===== src/include/csb_params.svh =====
// constants for the compare, skip and branch execution block
// What this block does
// - compares subtract, discard result, update five flags
// - register bit clear skips next instruction
// - register bit set skips next instruction
// - io bit clear skips next instruction
// - io bit set skips next instruction
// - selected flag set jumps by k plus 1
// - flag clear branches; branches never touch flags
// - zero set branches to pc plus k plus 1
// - zero clear branches to pc plus k plus 1
// - carry set branches to pc plus k plus 1
`ifndef CSB_PARAMS_SVH
`define CSB_PARAMS_SVH
// ----------------------------------------
// widths
// ----------------------------------------
`define CSB_PC_W      16
`define CSB_OFS_W     7
// ----------------------------------------
// status flag bit positions
// ----------------------------------------
`define CSB_FLAG_C    3'd0
`define CSB_FLAG_Z    3'd1
`define CSB_FLAG_N    3'd2
`define CSB_FLAG_V    3'd3
`define CSB_FLAG_H    3'd5
// ----------------------------------------
// reset values and program counter steps
// ----------------------------------------
`define CSB_PC_RST    16'h0000
`define CSB_FLAGS_RST 8'h00
`define CSB_STEP_ONE  16'h0001
`define CSB_STEP_SKIP1 16'h0002
`define CSB_STEP_SKIP2 16'h0003
`endif


===== src/include/csb_pkg.sv =====
// type package for the compare, skip and branch execution block
package csb_pkg;
  // operation selected for the current instruction
  typedef enum logic [3:0] {
    CSB_OP_OTHER          = 4'b0000,
    CSB_OP_COMPARE_REGISTERS   = 4'b0001,
    CSB_OP_COMPARE_WITH_CARRY  = 4'b0010,
    CSB_OP_COMPARE_WITH_IMMEDIATE = 4'b0011,
    CSB_OP_SKIP_IF_REG_BIT_CLEAR = 4'b0100,
    CSB_OP_SKIP_IF_REG_BIT_SET   = 4'b0101,
    CSB_OP_SKIP_IF_IO_BIT_CLEAR  = 4'b0110,
    CSB_OP_SKIP_IF_IO_BIT_SET    = 4'b0111,
    CSB_OP_BRANCH_IF_FLAG_SET    = 4'b1000,
    CSB_OP_BRANCH_IF_FLAG_CLEAR  = 4'b1001,
    CSB_OP_BRANCH_IF_EQUAL       = 4'b1010,
    CSB_OP_BRANCH_IF_NOT_EQUAL   = 4'b1011,
    CSB_OP_BRANCH_IF_CARRY_SET   = 4'b1100,
    CSB_OP_BRANCH_SAME_OR_HIGHER = 4'b1101
  } csb_op_t;
endpackage


===== src/csb_cmp_flags.sv =====
// subtractor that yields compare flags without keeping the difference
`timescale 1ns/10ps
`default_nettype none
module csb_cmp_flags (
  input  wire logic [7:0] minuend,     // rd operand
  input  wire logic [7:0] subtrahend,  // rr operand or immediate
  input  wire logic       borrow_in,   // carry flag for compare with carry
  output logic      [7:0] difference,  // result, used only for flags
  output logic            flag_c,      // borrow out of bit 7
  output logic            flag_h,      // borrow out of bit 3
  output logic            flag_v,      // two's complement overflow
  output logic            flag_n       // sign of difference
);
  // ----------------------------------------
  // ripple borrow chain
  // ----------------------------------------
  logic [8:0] borrow;  // borrow into each bit
  assign borrow[0] = borrow_in;
  genvar i;
  generate
    for (i = 0; i < 8; i++) begin : g_bit
      // difference bit and borrow out
      assign difference[i] = minuend[i] ^ subtrahend[i] ^ borrow[i];
      assign borrow[i+1]   = (~minuend[i] & subtrahend[i]) | (~minuend[i] & borrow[i])
                           | (subtrahend[i] & borrow[i]);
    end
  endgenerate
  // ----------------------------------------
  // flags
  // ----------------------------------------
  assign flag_c = borrow[8];
  assign flag_h = borrow[4];
  assign flag_n = difference[7];
  assign flag_v = (minuend[7] & ~subtrahend[7] & ~difference[7])
                | (~minuend[7] & subtrahend[7] & difference[7]);
endmodule // csb_cmp_flags
`default_nettype wire


===== src/csb_exec.sv =====
// compare, skip and branch execution unit with program counter and status flags
`timescale 1ns/10ps
`default_nettype none
`include "csb_params.svh"
module csb_exec
  import csb_pkg::*;
(
  input  wire logic                  mclk,             // core clock
  input  wire logic                  resetn,           // async reset, low
  input  wire logic                  exec_valid,       // instruction present
  input  wire csb_op_t               exec_op,          // decoded operation
  input  wire logic [7:0]            operand_d,        // rd value
  input  wire logic [7:0]            operand_r,        // rr value or immediate
  input  wire logic [7:0]            test_byte,        // working or io reg
  input  wire logic [2:0]            bit_sel,          // bit b or flag s
  input  wire logic [`CSB_OFS_W-1:0] branch_offset,    // signed k
  input  wire logic                  next_is_two_word, // size of next instr
  input  wire logic                  flags_load,       // other unit writes flags
  input  wire logic [7:0]            flags_in,         // value for that write
  output logic [`CSB_PC_W-1:0]       pc,               // program counter
  output logic [7:0]                 status_flags_register, // status flags
  output logic                       skip_taken,       // last instr skipped
  output logic                       branch_taken,     // last instr branched
  output logic                       exec_done         // one-cycle done pulse
);
  // ----------------------------------------
  // decode helpers
  // ----------------------------------------
  // pick one bit of a byte, used for skips and flag tests
  function automatic logic pick_bit(input logic [7:0] val, input logic [2:0] sel);
    pick_bit = val[sel];
  endfunction

  // operation class wires
  wire is_compare = (exec_op == CSB_OP_COMPARE_REGISTERS) ||
                    (exec_op == CSB_OP_COMPARE_WITH_CARRY) ||
                    (exec_op == CSB_OP_COMPARE_WITH_IMMEDIATE);
  wire is_cpc     = (exec_op == CSB_OP_COMPARE_WITH_CARRY);
  wire tested_bit = pick_bit(test_byte, bit_sel);           // skip operand bit
  wire flag_bit   = pick_bit(status_flags_register, bit_sel); // branch flag bit
  wire flag_z_now = status_flags_register[`CSB_FLAG_Z];     // zero flag
  wire flag_c_now = status_flags_register[`CSB_FLAG_C];     // carry flag

  // ----------------------------------------
  // compare subtractor
  // ----------------------------------------
  logic [7:0] cmp_diff;  // discarded difference
  logic       cmp_c;     // borrow
  logic       cmp_h;     // half borrow
  logic       cmp_v;     // overflow
  logic       cmp_n;     // negative
  wire        cmp_borrow_in = is_cpc & flag_c_now;  // only compare with carry

  csb_cmp_flags csb_cmp_flags_i (
    .minuend    (operand_d),
    .subtrahend (operand_r),
    .borrow_in  (cmp_borrow_in),
    .difference (cmp_diff),
    .flag_c     (cmp_c),
    .flag_h     (cmp_h),
    .flag_v     (cmp_v),
    .flag_n     (cmp_n)
  );

  // zero: compare with carry keeps z only if it was already set
  wire cmp_z = (cmp_diff == 8'h00) & (~is_cpc | flag_z_now);

  // ----------------------------------------
  // skip and branch conditions
  // ----------------------------------------
  logic skip_cond;    // skip condition holds
  logic branch_cond;  // branch condition holds
  always_comb begin
    skip_cond   = 1'b0;
    branch_cond = 1'b0;
    unique case (exec_op)
      CSB_OP_SKIP_IF_REG_BIT_CLEAR: skip_cond = ~tested_bit;
      CSB_OP_SKIP_IF_REG_BIT_SET:   skip_cond = tested_bit;
      CSB_OP_SKIP_IF_IO_BIT_CLEAR:  skip_cond = ~tested_bit;
      CSB_OP_SKIP_IF_IO_BIT_SET:    skip_cond = tested_bit;
      CSB_OP_BRANCH_IF_FLAG_SET:    branch_cond = flag_bit;
      CSB_OP_BRANCH_IF_FLAG_CLEAR:  branch_cond = ~flag_bit;
      CSB_OP_BRANCH_IF_EQUAL:       branch_cond = flag_z_now;
      CSB_OP_BRANCH_IF_NOT_EQUAL:   branch_cond = ~flag_z_now;
      CSB_OP_BRANCH_IF_CARRY_SET:   branch_cond = flag_c_now;
      CSB_OP_BRANCH_SAME_OR_HIGHER: branch_cond = ~flag_c_now;
      default: begin
        // other and compare ops: neither skip nor branch
        skip_cond   = 1'b0;
        branch_cond = 1'b0;
      end
    endcase
  end

  // ----------------------------------------
  // next program counter
  // ----------------------------------------
  // sign-extended offset; the plus one is added in pc_branch
  wire [`CSB_PC_W-1:0] ofs_ext  = {{(`CSB_PC_W-`CSB_OFS_W){branch_offset[`CSB_OFS_W-1]}},
                                   branch_offset};
  // skip length by next instruction size
  wire [`CSB_PC_W-1:0] skip_step = next_is_two_word ? `CSB_STEP_SKIP2 : `CSB_STEP_SKIP1;
  wire [`CSB_PC_W-1:0] pc_seq    = pc + `CSB_STEP_ONE;            // fall through
  wire [`CSB_PC_W-1:0] pc_skip   = pc + skip_step;
  wire [`CSB_PC_W-1:0] pc_branch = pc + ofs_ext + `CSB_STEP_ONE;
  wire [`CSB_PC_W-1:0] next_pc   = skip_cond   ? pc_skip   :
                                   branch_cond ? pc_branch : pc_seq;

  // ----------------------------------------
  // next status flags
  // ----------------------------------------
  logic [7:0] next_flags;  // flag value after this cycle
  always_comb begin
    next_flags = status_flags_register;
    if (exec_valid && is_compare) begin
      // compare writes its five flags only; skips and branches write none
      next_flags[`CSB_FLAG_C] = cmp_c;
      next_flags[`CSB_FLAG_Z] = cmp_z;
      next_flags[`CSB_FLAG_N] = cmp_n;
      next_flags[`CSB_FLAG_V] = cmp_v;
      next_flags[`CSB_FLAG_H] = cmp_h;
    end else if (flags_load) begin
      // another unit writes the flags when no compare runs
      next_flags = flags_in;
    end
  end

  // ----------------------------------------
  // program counter register
  // ----------------------------------------
  always_ff @(posedge mclk or negedge resetn) begin
    if (!resetn) begin
      pc <= `CSB_PC_RST;
    end else if (exec_valid) begin
      pc <= next_pc;
    end
  end

  // ----------------------------------------
  // status flags register
  // ----------------------------------------
  always_ff @(posedge mclk or negedge resetn) begin
    if (!resetn) begin
      status_flags_register <= `CSB_FLAGS_RST;
    end else begin
      status_flags_register <= next_flags;
    end
  end

  // ----------------------------------------
  // outcome indicators
  // ----------------------------------------
  always_ff @(posedge mclk or negedge resetn) begin
    if (!resetn) begin
      skip_taken   <= 1'b0;
      branch_taken <= 1'b0;
      exec_done    <= 1'b0;
    end else begin
      skip_taken   <= exec_valid & skip_cond;
      branch_taken <= exec_valid & branch_cond;
      exec_done    <= exec_valid;
    end
  end
endmodule // csb_exec
`default_nettype wire

===== config.mk =====
export PLATFORM = sky130hd
export DESIGN_NAME = csb_exec
export DESIGN_NICKNAME = d
export VERILOG_FILES = /design/src/include/csb_pkg.sv /design/src/csb_cmp_flags.sv /design/src/csb_exec.sv
export VERILOG_INCLUDE_DIRS = /design/src /design/src/include
export SDC_FILE = /design/constraint.sdc
export NUM_CORES = 1
export LEC_CHECK = 0
export BUFFER_PORTS_ARGS = -buffer_cell sky130_fd_sc_hd__buf_2
export CAP_MARGIN = 20
export CORE_ASPECT_RATIO = 1.4
export CORE_MARGIN = 8
export CORE_UTILIZATION = 55
export CTS_CLUSTER_DIAMETER = 60
export DETAILED_ROUTE_END_ITERATION = 6
export HOLD_SLACK_MARGIN = 0.08
export PLACE_DENSITY = 0.85
export SLEW_MARGIN = 20
export SYNTH_ARGS = -nofsm -noshare
export SYNTH_HDL_FRONTEND = slang
export SYNTH_SLANG_ARGS = --single-unit

===== constraint.sdc =====
create_clock -name mclk -period 12.6 [get_ports mclk]
set_input_delay 1.89 -clock mclk [delete_from_list [all_inputs] [get_ports mclk]]
set_output_delay 1.89 -clock mclk [all_outputs]
set_load 0.005 [all_outputs]

==> impl_metrics.env, run 1 <==
export IMPL_cts_tree="yes"
export IMPL_finalSetupTns_ns=0
export IMPL_layout_area_seq_um2=676
export IMPL_drv_cap=0
export IMPL_numClockSinks=27
export IMPL_final_setup_viol_count=0
export IMPL_remaining_drc_errors=0
export IMPL_synth_top_cell_area_share_pct=22.1
export IMPL_yosysTopAreaCell="dfrtp_1"
export IMPL_start_util_pct=56.2
export IMPL_overflow=0
export IMPL_fmax_ghz=0.174
export IMPL_clock_latency_ns=0.28
export IMPL_r2r_cells=15
export IMPL_power_uw=623
export IMPL_grt_first_pass_wirelength_mm=14.1
export IMPL_timing_final_ws_setup_ns=6.86
export IMPL_netlist_cell_type_count=58
export IMPL_whs_endpoint="status_flags_register[7]$_DFFE_PN0P_"
export IMPL_grt_max_degree=28
export IMPL_avgSynthCellArea_um2=8.21
export IMPL_cp_max_fo=7
export IMPL_rsz0062_at_grt="false"
export IMPL_io_pins=78
export IMPL_cts_hold_buf=0
export IMPL_r2r_slack_ns=8.36
export IMPL_area_growth_pct=15.2
export IMPL_cts_buffers=3
export IMPL_drt_total_wl_mm=8.45
export IMPL_dr_pass1_iters=4
export IMPL_synth_area_um2=3060
export IMPL_fin_crit_sh_pct=45.5
export IMPL_layout_drive_gt1_share_pct=21.3
export IMPL_status="finished clean"
export IMPL_max_slew_worst_pin_slew_ns=1.03
export IMPL_r2r_start="status_flags_register[0]$_DFFE_PN0P_"
export IMPL_syn_inst=373
export IMPL_dr_total_vias=3136
export IMPL_routabilityCongestion=0.908
export IMPL_crit_type="input pin to register"
export IMPL_antennaDiodeCount=0
export IMPL_synth_edf_count=0
export IMPL_skew_ns=0.00346
export IMPL_grt_use_total_pct=20.3
export IMPL_place_ws_ns=6.57
export IMPL_drtIter0Drc=271
export IMPL_hold_path_class="register to register"
export IMPL_critPathLaunch="exec_op[2]"
export IMPL_synth_fp_nets=453
export IMPL_hpwl_mm=6.71
export IMPL_ctsResizeCount=0
export IMPL_rows=32
export IMPL_holdPathStages=1
export IMPL_critPathCaptureType="register"
export IMPL_io_buffer_count=77
export IMPL_worst_r2r_endpoint="status_flags_register[1]$_DFFE_PN0P_"
export IMPL_die_x_um=79.1
export IMPL_final_hold_violation_count=0
export IMPL_h_tree_depth=1
export IMPL_clk_pin_slew_worst_paths_ns=0.10
export IMPL_drtAntennaViolNets=0
export IMPL_p_leak_uw=0.00165
export IMPL_fin_util_pct=64.8
export IMPL_drv_slew=0
export IMPL_viasPerCell=6.15
export IMPL_relSlewSlack_pct=30.1
export IMPL_cts_root_buffer="clkbuf_8"
export IMPL_die_area_um2=8240
export IMPL_core_um2=5450
export IMPL_synth_area_leaders="dfrtp_1, ha_1, fa_1"
export IMPL_async_flop_share_pct=100
export IMPL_multi_input_area_um2=2240
export IMPL_startpoint_type="input pin"
export IMPL_final_common_cell="buf_2"
export IMPL_synth_ff_type="dfrtp_1"
export IMPL_period_needed_ns=5.74
export IMPL_grt_pass1_vias=3185
export IMPL_arrival_ns=5.95
export IMPL_nNetsFinal=523
export IMPL_hp_start="status_flags_register[7]$_DFFE_PN0P_"
export IMPL_synth_seq_cells=27
export IMPL_fillers=501
export IMPL_p_per_area_nw_per_um2=177
export IMPL_yosysSeqAreaShare_pct=22.1
export IMPL_die_height_um=104
export IMPL_antenna_found_initial=0
export IMPL_crit_required_ns=12.82
export IMPL_ir_drop_v=0.0000876
export IMPL_cts_setup_buffers=0
export IMPL_routedWlPerCell_um=16.6
export IMPL_ys_warn_count=0
export IMPL_final_cell_mix="buf_2, nor2_1, nand2_1"
export IMPL_clock_path_buffers=2
==> power by group <==
group          switching (uW)  internal (uW)
logic                     214            181
clock network            28.6           22.7
registers                61.4            115
total                     304            319
==> worst max-delay path, cell delays in order <==
cell	delay (ns)
buf_2	0.14
nand2b_1	0.14
nor3_1	0.07
nand2_1	0.08
fa_1	0.16
inv_1	0.05
fa_1	0.37
fa_1	0.40
fa_1	0.43
fa_1	0.40
fa_1	0.39
fa_1	0.42
inv_1	0.09
fa_1	0.43
nand4b_1	0.18
nor2_1	0.10
o22ai_1	0.09
nor2_1	0.12
==> layer usage <==
| metal | global-route usage, % | wire (um) | vias up |
|---|---|---|---|
| met5 | 0 | 0 | - |
| met1 | 22.8 | 3210 | 1484 |
| li1 | - | - | 1518 |
| met4 | 8.11 | 218 | 0 |
| met2 | 36.7 | 4610 | 111 |
| met3 | 2.77 | 403 | 23 |
==> through the flow <==
| stage | instances | hold WS, ns | instance area [um^2] |
|---|---|---|---|
| 2_1_floorplan | 373 | 0.518 | 3060 |
| 3_3_place_gp | 506 | 0.506 | 3480 |
| 3_5_place_dp | 506 | 0.527 | 3480 |
| 4_1_cts | 510 | 0.550 | 3520 |
| 5_1_grt | 510 | 0.568 | 3530 |
| 6_report | 510 | 0.549 | 3530 |
==> area by class of cell <==
cell class | count | area share [%]
sequential | 27 | 19.2
multi-input combinational | 308 | 63.5
clock buffer | 4 | 1.28
inverter | 26 | 2.77
tap | 68 | 2.41
timing repair buffer | 77 | 10.9
==> Yosys cell counts (3+ instances only) <==
cell type / number
a31oi_1: 10
mux2i_1: 10
dfrtp_1: 27
a21o_1: 3
inv_1: 25
and3_1: 10
o211ai_1: 5
xor2_1: 5
nor2b_1: 6
mux4_1: 4
mux2_2: 6
nor3_1: 13
nor2_1: 33
o22ai_1: 9
fa_1: 9
o21ai_0: 26
a21oi_1: 27
a211oi_1: 11
clkbuf_1: 9
xnor2_1: 10
o21a_1: 7
nand3_1: 18
nand2_1: 28
ha_1: 20
==> cells by family (layout without fill, tap and decap cells) <==
group | Yosys count | count (layout) | share of synthesized area, %
and+or+nand+nor | 125 | 125 | 20.2
AOI/OAI and AO/OA | 117 | 117 | 24.6
buffers and inverters | 38 | 107 | 4.99
adders and majority gates | 29 | 29 | 14.1
DFF | 27 | 27 | 22.1
muxes | 22 | 22 | 9.81
xor gates and xnor gates | 15 | 15 | 4.29
==> flip-flops by register name, summed over array words and instances, names as in the netlist <==
name,count
branch_taken,1
exec_done,1
pc,16
skip_taken,1
status_flags_register,8
==> worst max path at each step <==
stage	endpoint	slack, ns	depth (start not counted)
floorplan	status_flags_register[1]$_DFFE_PN0P_	7.03	17
global placement	status_flags_register[1]$_DFFE_PN0P_	6.70	18
detailed placement	status_flags_register[1]$_DFFE_PN0P_	6.57	18
CTS	status_flags_register[1]$_DFFE_PN0P_	6.85	18
global route	status_flags_register[1]$_DFFE_PN0P_	6.62	18
finish	status_flags_register[1]$_DFFE_PN0P_	6.86	18
(Power assumes the default switching activity.)
==> run 2, diff against run 1 <==
- ABC_AREA: not set -> 1
- CORE_UTILIZATION: 55 -> 50
- PLACE_DENSITY: 0.85 -> 0.81
- clock period: 12.6 -> 4.6 ns (I/O delays scaled with it)
==> impl_metrics.env, run 2 <==
export IMPL_status="finished clean"
export IMPL_crit_type="input pin to register"
export IMPL_async_flop_share_pct=100
export IMPL_synth_edf_count=0
export IMPL_cp_max_fo=2
export IMPL_largest_reg_flops=16
export IMPL_final_hold_violation_count=0
export IMPL_crit_required_ns=4.81
export IMPL_ctsResizeCount=0
export IMPL_overflow=0
export IMPL_largest_register="pc"
export IMPL_nNetsFinal=705
export IMPL_critPathLaunch="exec_op[2]"
export IMPL_synth_seq_cells=27
export IMPL_hold_path_class="input pin to asynchronous set/reset pin"
export IMPL_reg_top3="pc: 16 flops, status_flags_register: 8 flops"
export IMPL_power_share_clock_pct=7.9
export IMPL_endpoint="status_flags_register[1]$_DFFE_PN0P_"
export IMPL_antennaDiodeCount=0
export IMPL_max_slew_worst_pin_slew_ns=0.652
export IMPL_final_setup_viol_count=0
export IMPL_final_common_cell="nand2_1"
export IMPL_r2r_cells=14
export IMPL_place_area_um2=3850
export IMPL_drtAntennaViolNets=0
export IMPL_fmax_ghz=0.231
export IMPL_routedWlPerCell_um=13.8
export IMPL_clock_path_buffers=2
export IMPL_grt_first_pass_wirelength_mm=16.3
export IMPL_p_per_area_nw_per_um2=462
export IMPL_relSlewSlack_pct=56.5
export IMPL_drv_cap=0
export IMPL_fin_cells=698
export IMPL_numClockSinks=27
export IMPL_remaining_drc_errors=0
export IMPL_grt_pass1_vias=3784
export IMPL_drt_total_wl_mm=9.60
export IMPL_rsz0062_at_grt="false"
export IMPL_synth_area_um2=3380
export IMPL_cts_root_buffer="clkbuf_8"
export IMPL_start_util_pct=51.4
export IMPL_synth_fp_nets=624
export IMPL_die_height_um=113
export IMPL_skew_ns=0.00712
export IMPL_synth_ff_type="dfrtp_1"
export IMPL_startpoint_type="input pin"
export IMPL_p_leak_uw=0.00222
export IMPL_syn_inst=544
export IMPL_yosysMostFrequentCell="nand2_1"
export IMPL_dp_cells=694
export IMPL_cts_setup_buffers=0
export IMPL_hpwl_mm=7.78
export IMPL_grt_use_total_pct=20.1
export IMPL_clk_pin_slew_worst_paths_ns=0.10
export IMPL_synth_area_leaders="dfrtp_1, nand2_1, inv_1"
export IMPL_synth_top_cell_area_share_pct=20.0
export IMPL_ir_drop_v=0.000155
export IMPL_dr_pass1_iters=5
export IMPL_die_x_um=85.5
export IMPL_die_area_um2=9680
export IMPL_final_cell_mix="nand2_1, inv_1, buf_2"
export IMPL_p_int_uw=842
export IMPL_ys_warn_count=0
export IMPL_antenna_found_initial=0
export IMPL_area_growth_pct=15.5
export IMPL_p_comb_share_pct=66.1
export IMPL_cts_buffers=3
export IMPL_arrival_ns=4.54
export IMPL_dr_total_vias=3773
export IMPL_r2r_start="status_flags_register[0]$_DFFE_PN0P_"
export IMPL_drtIter0Drc=225
export IMPL_clock_latency_ns=0.28
export IMPL_power_frac_seq_pct=26.0
export IMPL_rows=35
export IMPL_routabilityCongestion=0.939
export IMPL_drv_slew=0
export IMPL_period_needed_ns=4.33
export IMPL_grt_max_degree=28
export IMPL_netlist_cell_type_count=39
export IMPL_avgSynthCellArea_um2=6.21
export IMPL_fin_area_um2=3910
export IMPL_fin_util_pct=59.4
export IMPL_io_buffer_count=77
export IMPL_cts_tree="yes"
export IMPL_viasPerCell=5.41
export IMPL_synthTopCellsByCount="nand2_1, inv_1, nand3_1, nor2_1, dfrtp_1"
export IMPL_worst_r2r_endpoint="status_flags_register[1]$_DFFE_PN0P_"
export IMPL_yosysTopAreaCell="dfrtp_1"
export IMPL_core_um2=6570
export IMPL_cts_hold_buf=0
export IMPL_io_pins=78
export IMPL_power_switching_uw=962
export IMPL_yosysSeqAreaShare_pct=20.0
export IMPL_p_sw_share_pct=53.3
export IMPL_r2r_slack_ns=0.50
export IMPL_h_tree_depth=1
export IMPL_fin_crit_sh_pct=94.1
export IMPL_critPathCaptureType="register"
export IMPL_layout_drive_gt1_share_pct=17.8
run 2: cell types whose count changed after synthesis, sizes merged, moves of 9 or more:
| cell | change |
|---|---|
| a211oi | -12 |
| mux2i | -12 |
| xor2 | +10 |
| nand2 | +141 |
| nor2 | +26 |
| nand4 | +14 |
| nand3 | +45 |
| o22ai | -9 |
| a31oi | -10 |
| a21oi | -10 |
| inv | +65 |
| and3 | -10 |
run 2: cells by family after synthesis:
group / share of synthesized area [%]
buffers and inverters: 12.2
and+or+nand+nor: 41.8
adders and majority gates: 12.7
AOI/OAI and AO/OA: 8.15
DFF: 20.0
xor gates and xnor gates: 5.18
run 2: worst min-delay path by stage:
stage                                               startpoint  slack, ns                                    to
after floorplan                                         resetn       0.39                branch_taken$_DFF_PN0_
after global placement    status_flags_register[6]$_DFFE_PN0P_       0.56  status_flags_register[6]$_DFFE_PN0P_
after detailed placement  status_flags_register[7]$_DFFE_PN0P_       0.56  status_flags_register[7]$_DFFE_PN0P_
after CTS                                               resetn       0.45                    pc[12]$_DFFE_PN0P_
after global routing                                    resetn       0.48                branch_taken$_DFF_PN0_
final                                                   resetn       0.42                branch_taken$_DFF_PN0_
run 2: power groups by stage:
stage	logic (uW)	registers, uW	clock network, uW
finish	1190	470	143
global route	1370	481	153
CTS	1180	465	145
detailed placement	1170	470	0
global placement	1140	464	0
floorplan	892	417	0
run 2: metal layers:
layer / wire (um) / track usage, % / vias up
met1: 3940 / 22.2 / 1720
met4: 227 / 6.46 / 0
met5: 0 / 0 / -
li1: - / - / 1890
met2: 4900 / 37.9 / 136
met3: 534 / 2.90 / 27
run 2: cell type report:
type                            count  area (um^2)
Fill cell                         625         2660
Multi-Input combinational cell    418         2310
Sequential cell                    27          676
Timing Repair Buffer               85          445
Inverter                           90          340
Tap cell                           74         92.6
Clock buffer                        4         45.0
run 2: critical path: stages:
cell	delay, ns
buf_2	0.09
inv_1	0.05
nand2_1	0.07
nor2_1	0.05
nand2_1	0.09
fa_1	0.18
inv_1	0.05
fa_1	0.38
fa_2	0.36
fa_2	0.36
fa_1	0.40
fa_2	0.36
fa_1	0.39
inv_1	0.10
fa_1	0.45
nor4_2	0.26
a32oi_1	0.12
o21ai_0	0.10
run 2: stage by stage:
step | worst slack, ns | power (uW) | hold WS [ns] | setup TNS (ns)
after floorplan | 0.185 | 1310 | 0.394 | 0
after global placement | -0.0352 | 1610 | 0.557 | -0.0352
after detailed placement | -0.162 | 1640 | 0.560 | -0.190
after CTS | 0.127 | 1790 | 0.449 | 0
after global routing | 0.0112 | 2000 | 0.476 | 0
final | 0.272 | 1800 | 0.424 | 0
==> run 3, diff against run 2 <==
==> constraint.sdc (replaced) <==
create_clock -name mclk -period 4.6 [get_ports mclk]
set_input_delay 0.92 -clock mclk [delete_from_list [all_inputs] [get_ports mclk]]
set_output_delay 0.92 -clock mclk [all_outputs]
set_load 0.005 [all_outputs]
==> impl_metrics.env, run 3 (synthesis gave the netlist of run 2 again) <==
export IMPL_r2r_cells=14
export IMPL_grt_first_pass_wirelength_mm=16.3
export IMPL_holdPathStages=2
export IMPL_cp_max_fo=2
export IMPL_rows=35
export IMPL_relSlewSlack_pct=57.2
export IMPL_period_needed_ns=4.36
export IMPL_hold_path_class="register to register"
export IMPL_viasPerCell=5.33
export IMPL_drv_cap=0
export IMPL_dr_total_vias=3733
export IMPL_layout_drive_gt1_share_pct=18.7
export IMPL_ir_drop_v=0.000172
export IMPL_reg_top3="pc: 16 flops, status_flags_register: 8 flops"
export IMPL_grt_pass1_vias=3847
export IMPL_numClockSinks=27
export IMPL_path_common_cell="fa_2"
export IMPL_fmax_ghz=0.230
export IMPL_cts_root_buffer="clkbuf_8"
export IMPL_grt_use_total_pct=20.1
export IMPL_crit_type="input pin to register"
export IMPL_critPathCaptureType="register"
export IMPL_final_common_cell="nand2_1"
export IMPL_drtAntennaViolNets=0
export IMPL_rsz0062_at_grt="false"
export IMPL_overflow=0
export IMPL_grt_max_degree=28
export IMPL_hpwl_mm=7.75
export IMPL_critical_path_max_stage_delay_ns=0.42
export IMPL_fin_area_um2=3930
export IMPL_cts_tree="yes"
export IMPL_h_tree_depth=1
export IMPL_antennaDiodeCount=0
export IMPL_dr_pass1_iters=4
export IMPL_clock_path_buffers=2
export IMPL_startpoint_type="input pin"
export IMPL_worstSetupPathDepth=18
export IMPL_core_um2=6570
export IMPL_drt_total_wl_mm=9.64
export IMPL_largest_reg_flops=16
export IMPL_drv_slew=0
export IMPL_critPathBufInv=4
export IMPL_skew_ns=0.0118
export IMPL_start_util_pct=51.4
export IMPL_max_slew_worst_pin_slew_ns=0.643
export IMPL_arrival_ns=4.58
export IMPL_crit_required_ns=4.82
export IMPL_fin_crit_sh_pct=94.7
export IMPL_p_per_area_nw_per_um2=462
export IMPL_cp_cell_sequence="buf_2 -> inv_1 -> nand2_1 -> nor2_1 -> nand2_1 -> fa_1 -> inv_1 -> fa_2 -> fa_2 -> fa_2 -> fa_2 -> fa_2 -> fa_2 -> inv_2 -> fa_1 -> nor4_2 -> a32oi_1 -> o21ai_1"
export IMPL_die_height_um=113
export IMPL_remaining_drc_errors=0
export IMPL_drtIter0Drc=238
export IMPL_timing_final_ws_setup_ns=0.244
export IMPL_largest_register="pc"
export IMPL_fillers=640
export IMPL_place_ws_ns=-0.341
export IMPL_power_uw=1820
export IMPL_final_cell_mix="nand2_1, inv_1, buf_2"
export IMPL_p_leak_uw=0.00223
export IMPL_nNetsFinal=707
export IMPL_die_x_um=85.5
export IMPL_routedWlPerCell_um=13.8
export IMPL_die_area_um2=9680
export IMPL_io_pins=78
export IMPL_final_setup_viol_count=0
export IMPL_slowest_stage="fa_1"
export IMPL_crit_family="adder cells"
export IMPL_clock_latency_ns=0.29
export IMPL_cts_hold_buf=0
export IMPL_final_hold_violation_count=0
export IMPL_routabilityCongestion=0.930
export IMPL_area_growth_pct=16.2
export IMPL_io_buffer_count=77
export IMPL_place_area_um2=3860
export IMPL_cts_buffers=3
export IMPL_fin_util_pct=59.8
export IMPL_status="finished clean"
export IMPL_antenna_found_initial=0
export IMPL_clk_pin_slew_worst_paths_ns=0.11
==> run 3: area by class of cell <==
| type | instances | area (um^2) | area share (%) |
|---|---|---|---|
| Multi-Input combinational cell | 418 | 2310 | 58.9 |
| Sequential cell | 27 | 676 | 17.2 |
| Timing Repair Buffer | 87 | 460 | 11.7 |
| Inverter | 90 | 340 | 8.67 |
| Tap cell | 74 | 92.6 | 2.36 |
| Clock buffer | 4 | 45.0 | 1.15 |
==> run 3: metal layers <==
metal	vias to the layer above	routed length [um]	track usage (%)
met5	-	0	0
met4	0	236	7.75
met3	27	487	3.26
met2	122	4990	37.5
met1	1684	3930	21.7
li1	1900	-	-
==> run 3: repair_timing <==
item / 4_1_cts / 5_1_grt
endpoints found under the setup margin: 1 / 1
setup buffers: 0 / 1
endpoints found under the hold margin: 0 / 0
resized for setup: 2 / 6
pin swaps: 1 / 3
==> run 3: final timing paths <==
kind | from | to | slack (ns)
min in group asynchronous | resetn | pc[13]$_DFFE_PN0P_ | 0.65
worst max register to register | status_flags_register[0]$_DFFE_PN0P_ | status_flags_register[1]$_DFFE_PN0P_ | 0.69
max in group asynchronous | resetn | status_flags_register[4]$_DFFE_PN0P_ | 3.53
worst max-delay path | exec_op[0] | status_flags_register[1]$_DFFE_PN0P_ | 0.24
worst min-delay path | status_flags_register[6]$_DFFE_PN0P_ | status_flags_register[6]$_DFFE_PN0P_ | 0.57
worst min register to register | status_flags_register[6]$_DFFE_PN0P_ | status_flags_register[6]$_DFFE_PN0P_ | 0.57
==> run 3: worst register-to-register path, cell delays in order, from the launching register on <==
cell,delay [ns]
dfrtp_1,0.42
nand2_1,0.11
fa_1,0.18
inv_1,0.06
fa_2,0.34
fa_2,0.35
fa_2,0.36
fa_2,0.35
fa_2,0.34
fa_2,0.36
inv_2,0.08
fa_1,0.42
nor4_2,0.25
a32oi_1,0.12
o21ai_1,0.10
==> run 3: through the flow <==
step                TNS, ns  hold slack, ns  std cells
global placement     -0.272           0.558        695
finish                    0           0.569        700
detailed placement   -0.527           0.556        695
CTS                       0           0.575        699
floorplan                 0           0.539        544
global route              0           0.600        700
==> run 3: report_power, final <==
| group | switching [uW] | internal [uW] | leakage, uW | total, uW |
|---|---|---|---|---|
| logic | 724 | 473 | 0.00188 | 1200 |
| clock network | 83.8 | 62.4 | 0.0000228 | 146 |
| registers | 163 | 310 | 0.000323 | 473 |
| total | 970 | 846 | 0.00223 | 1820 |
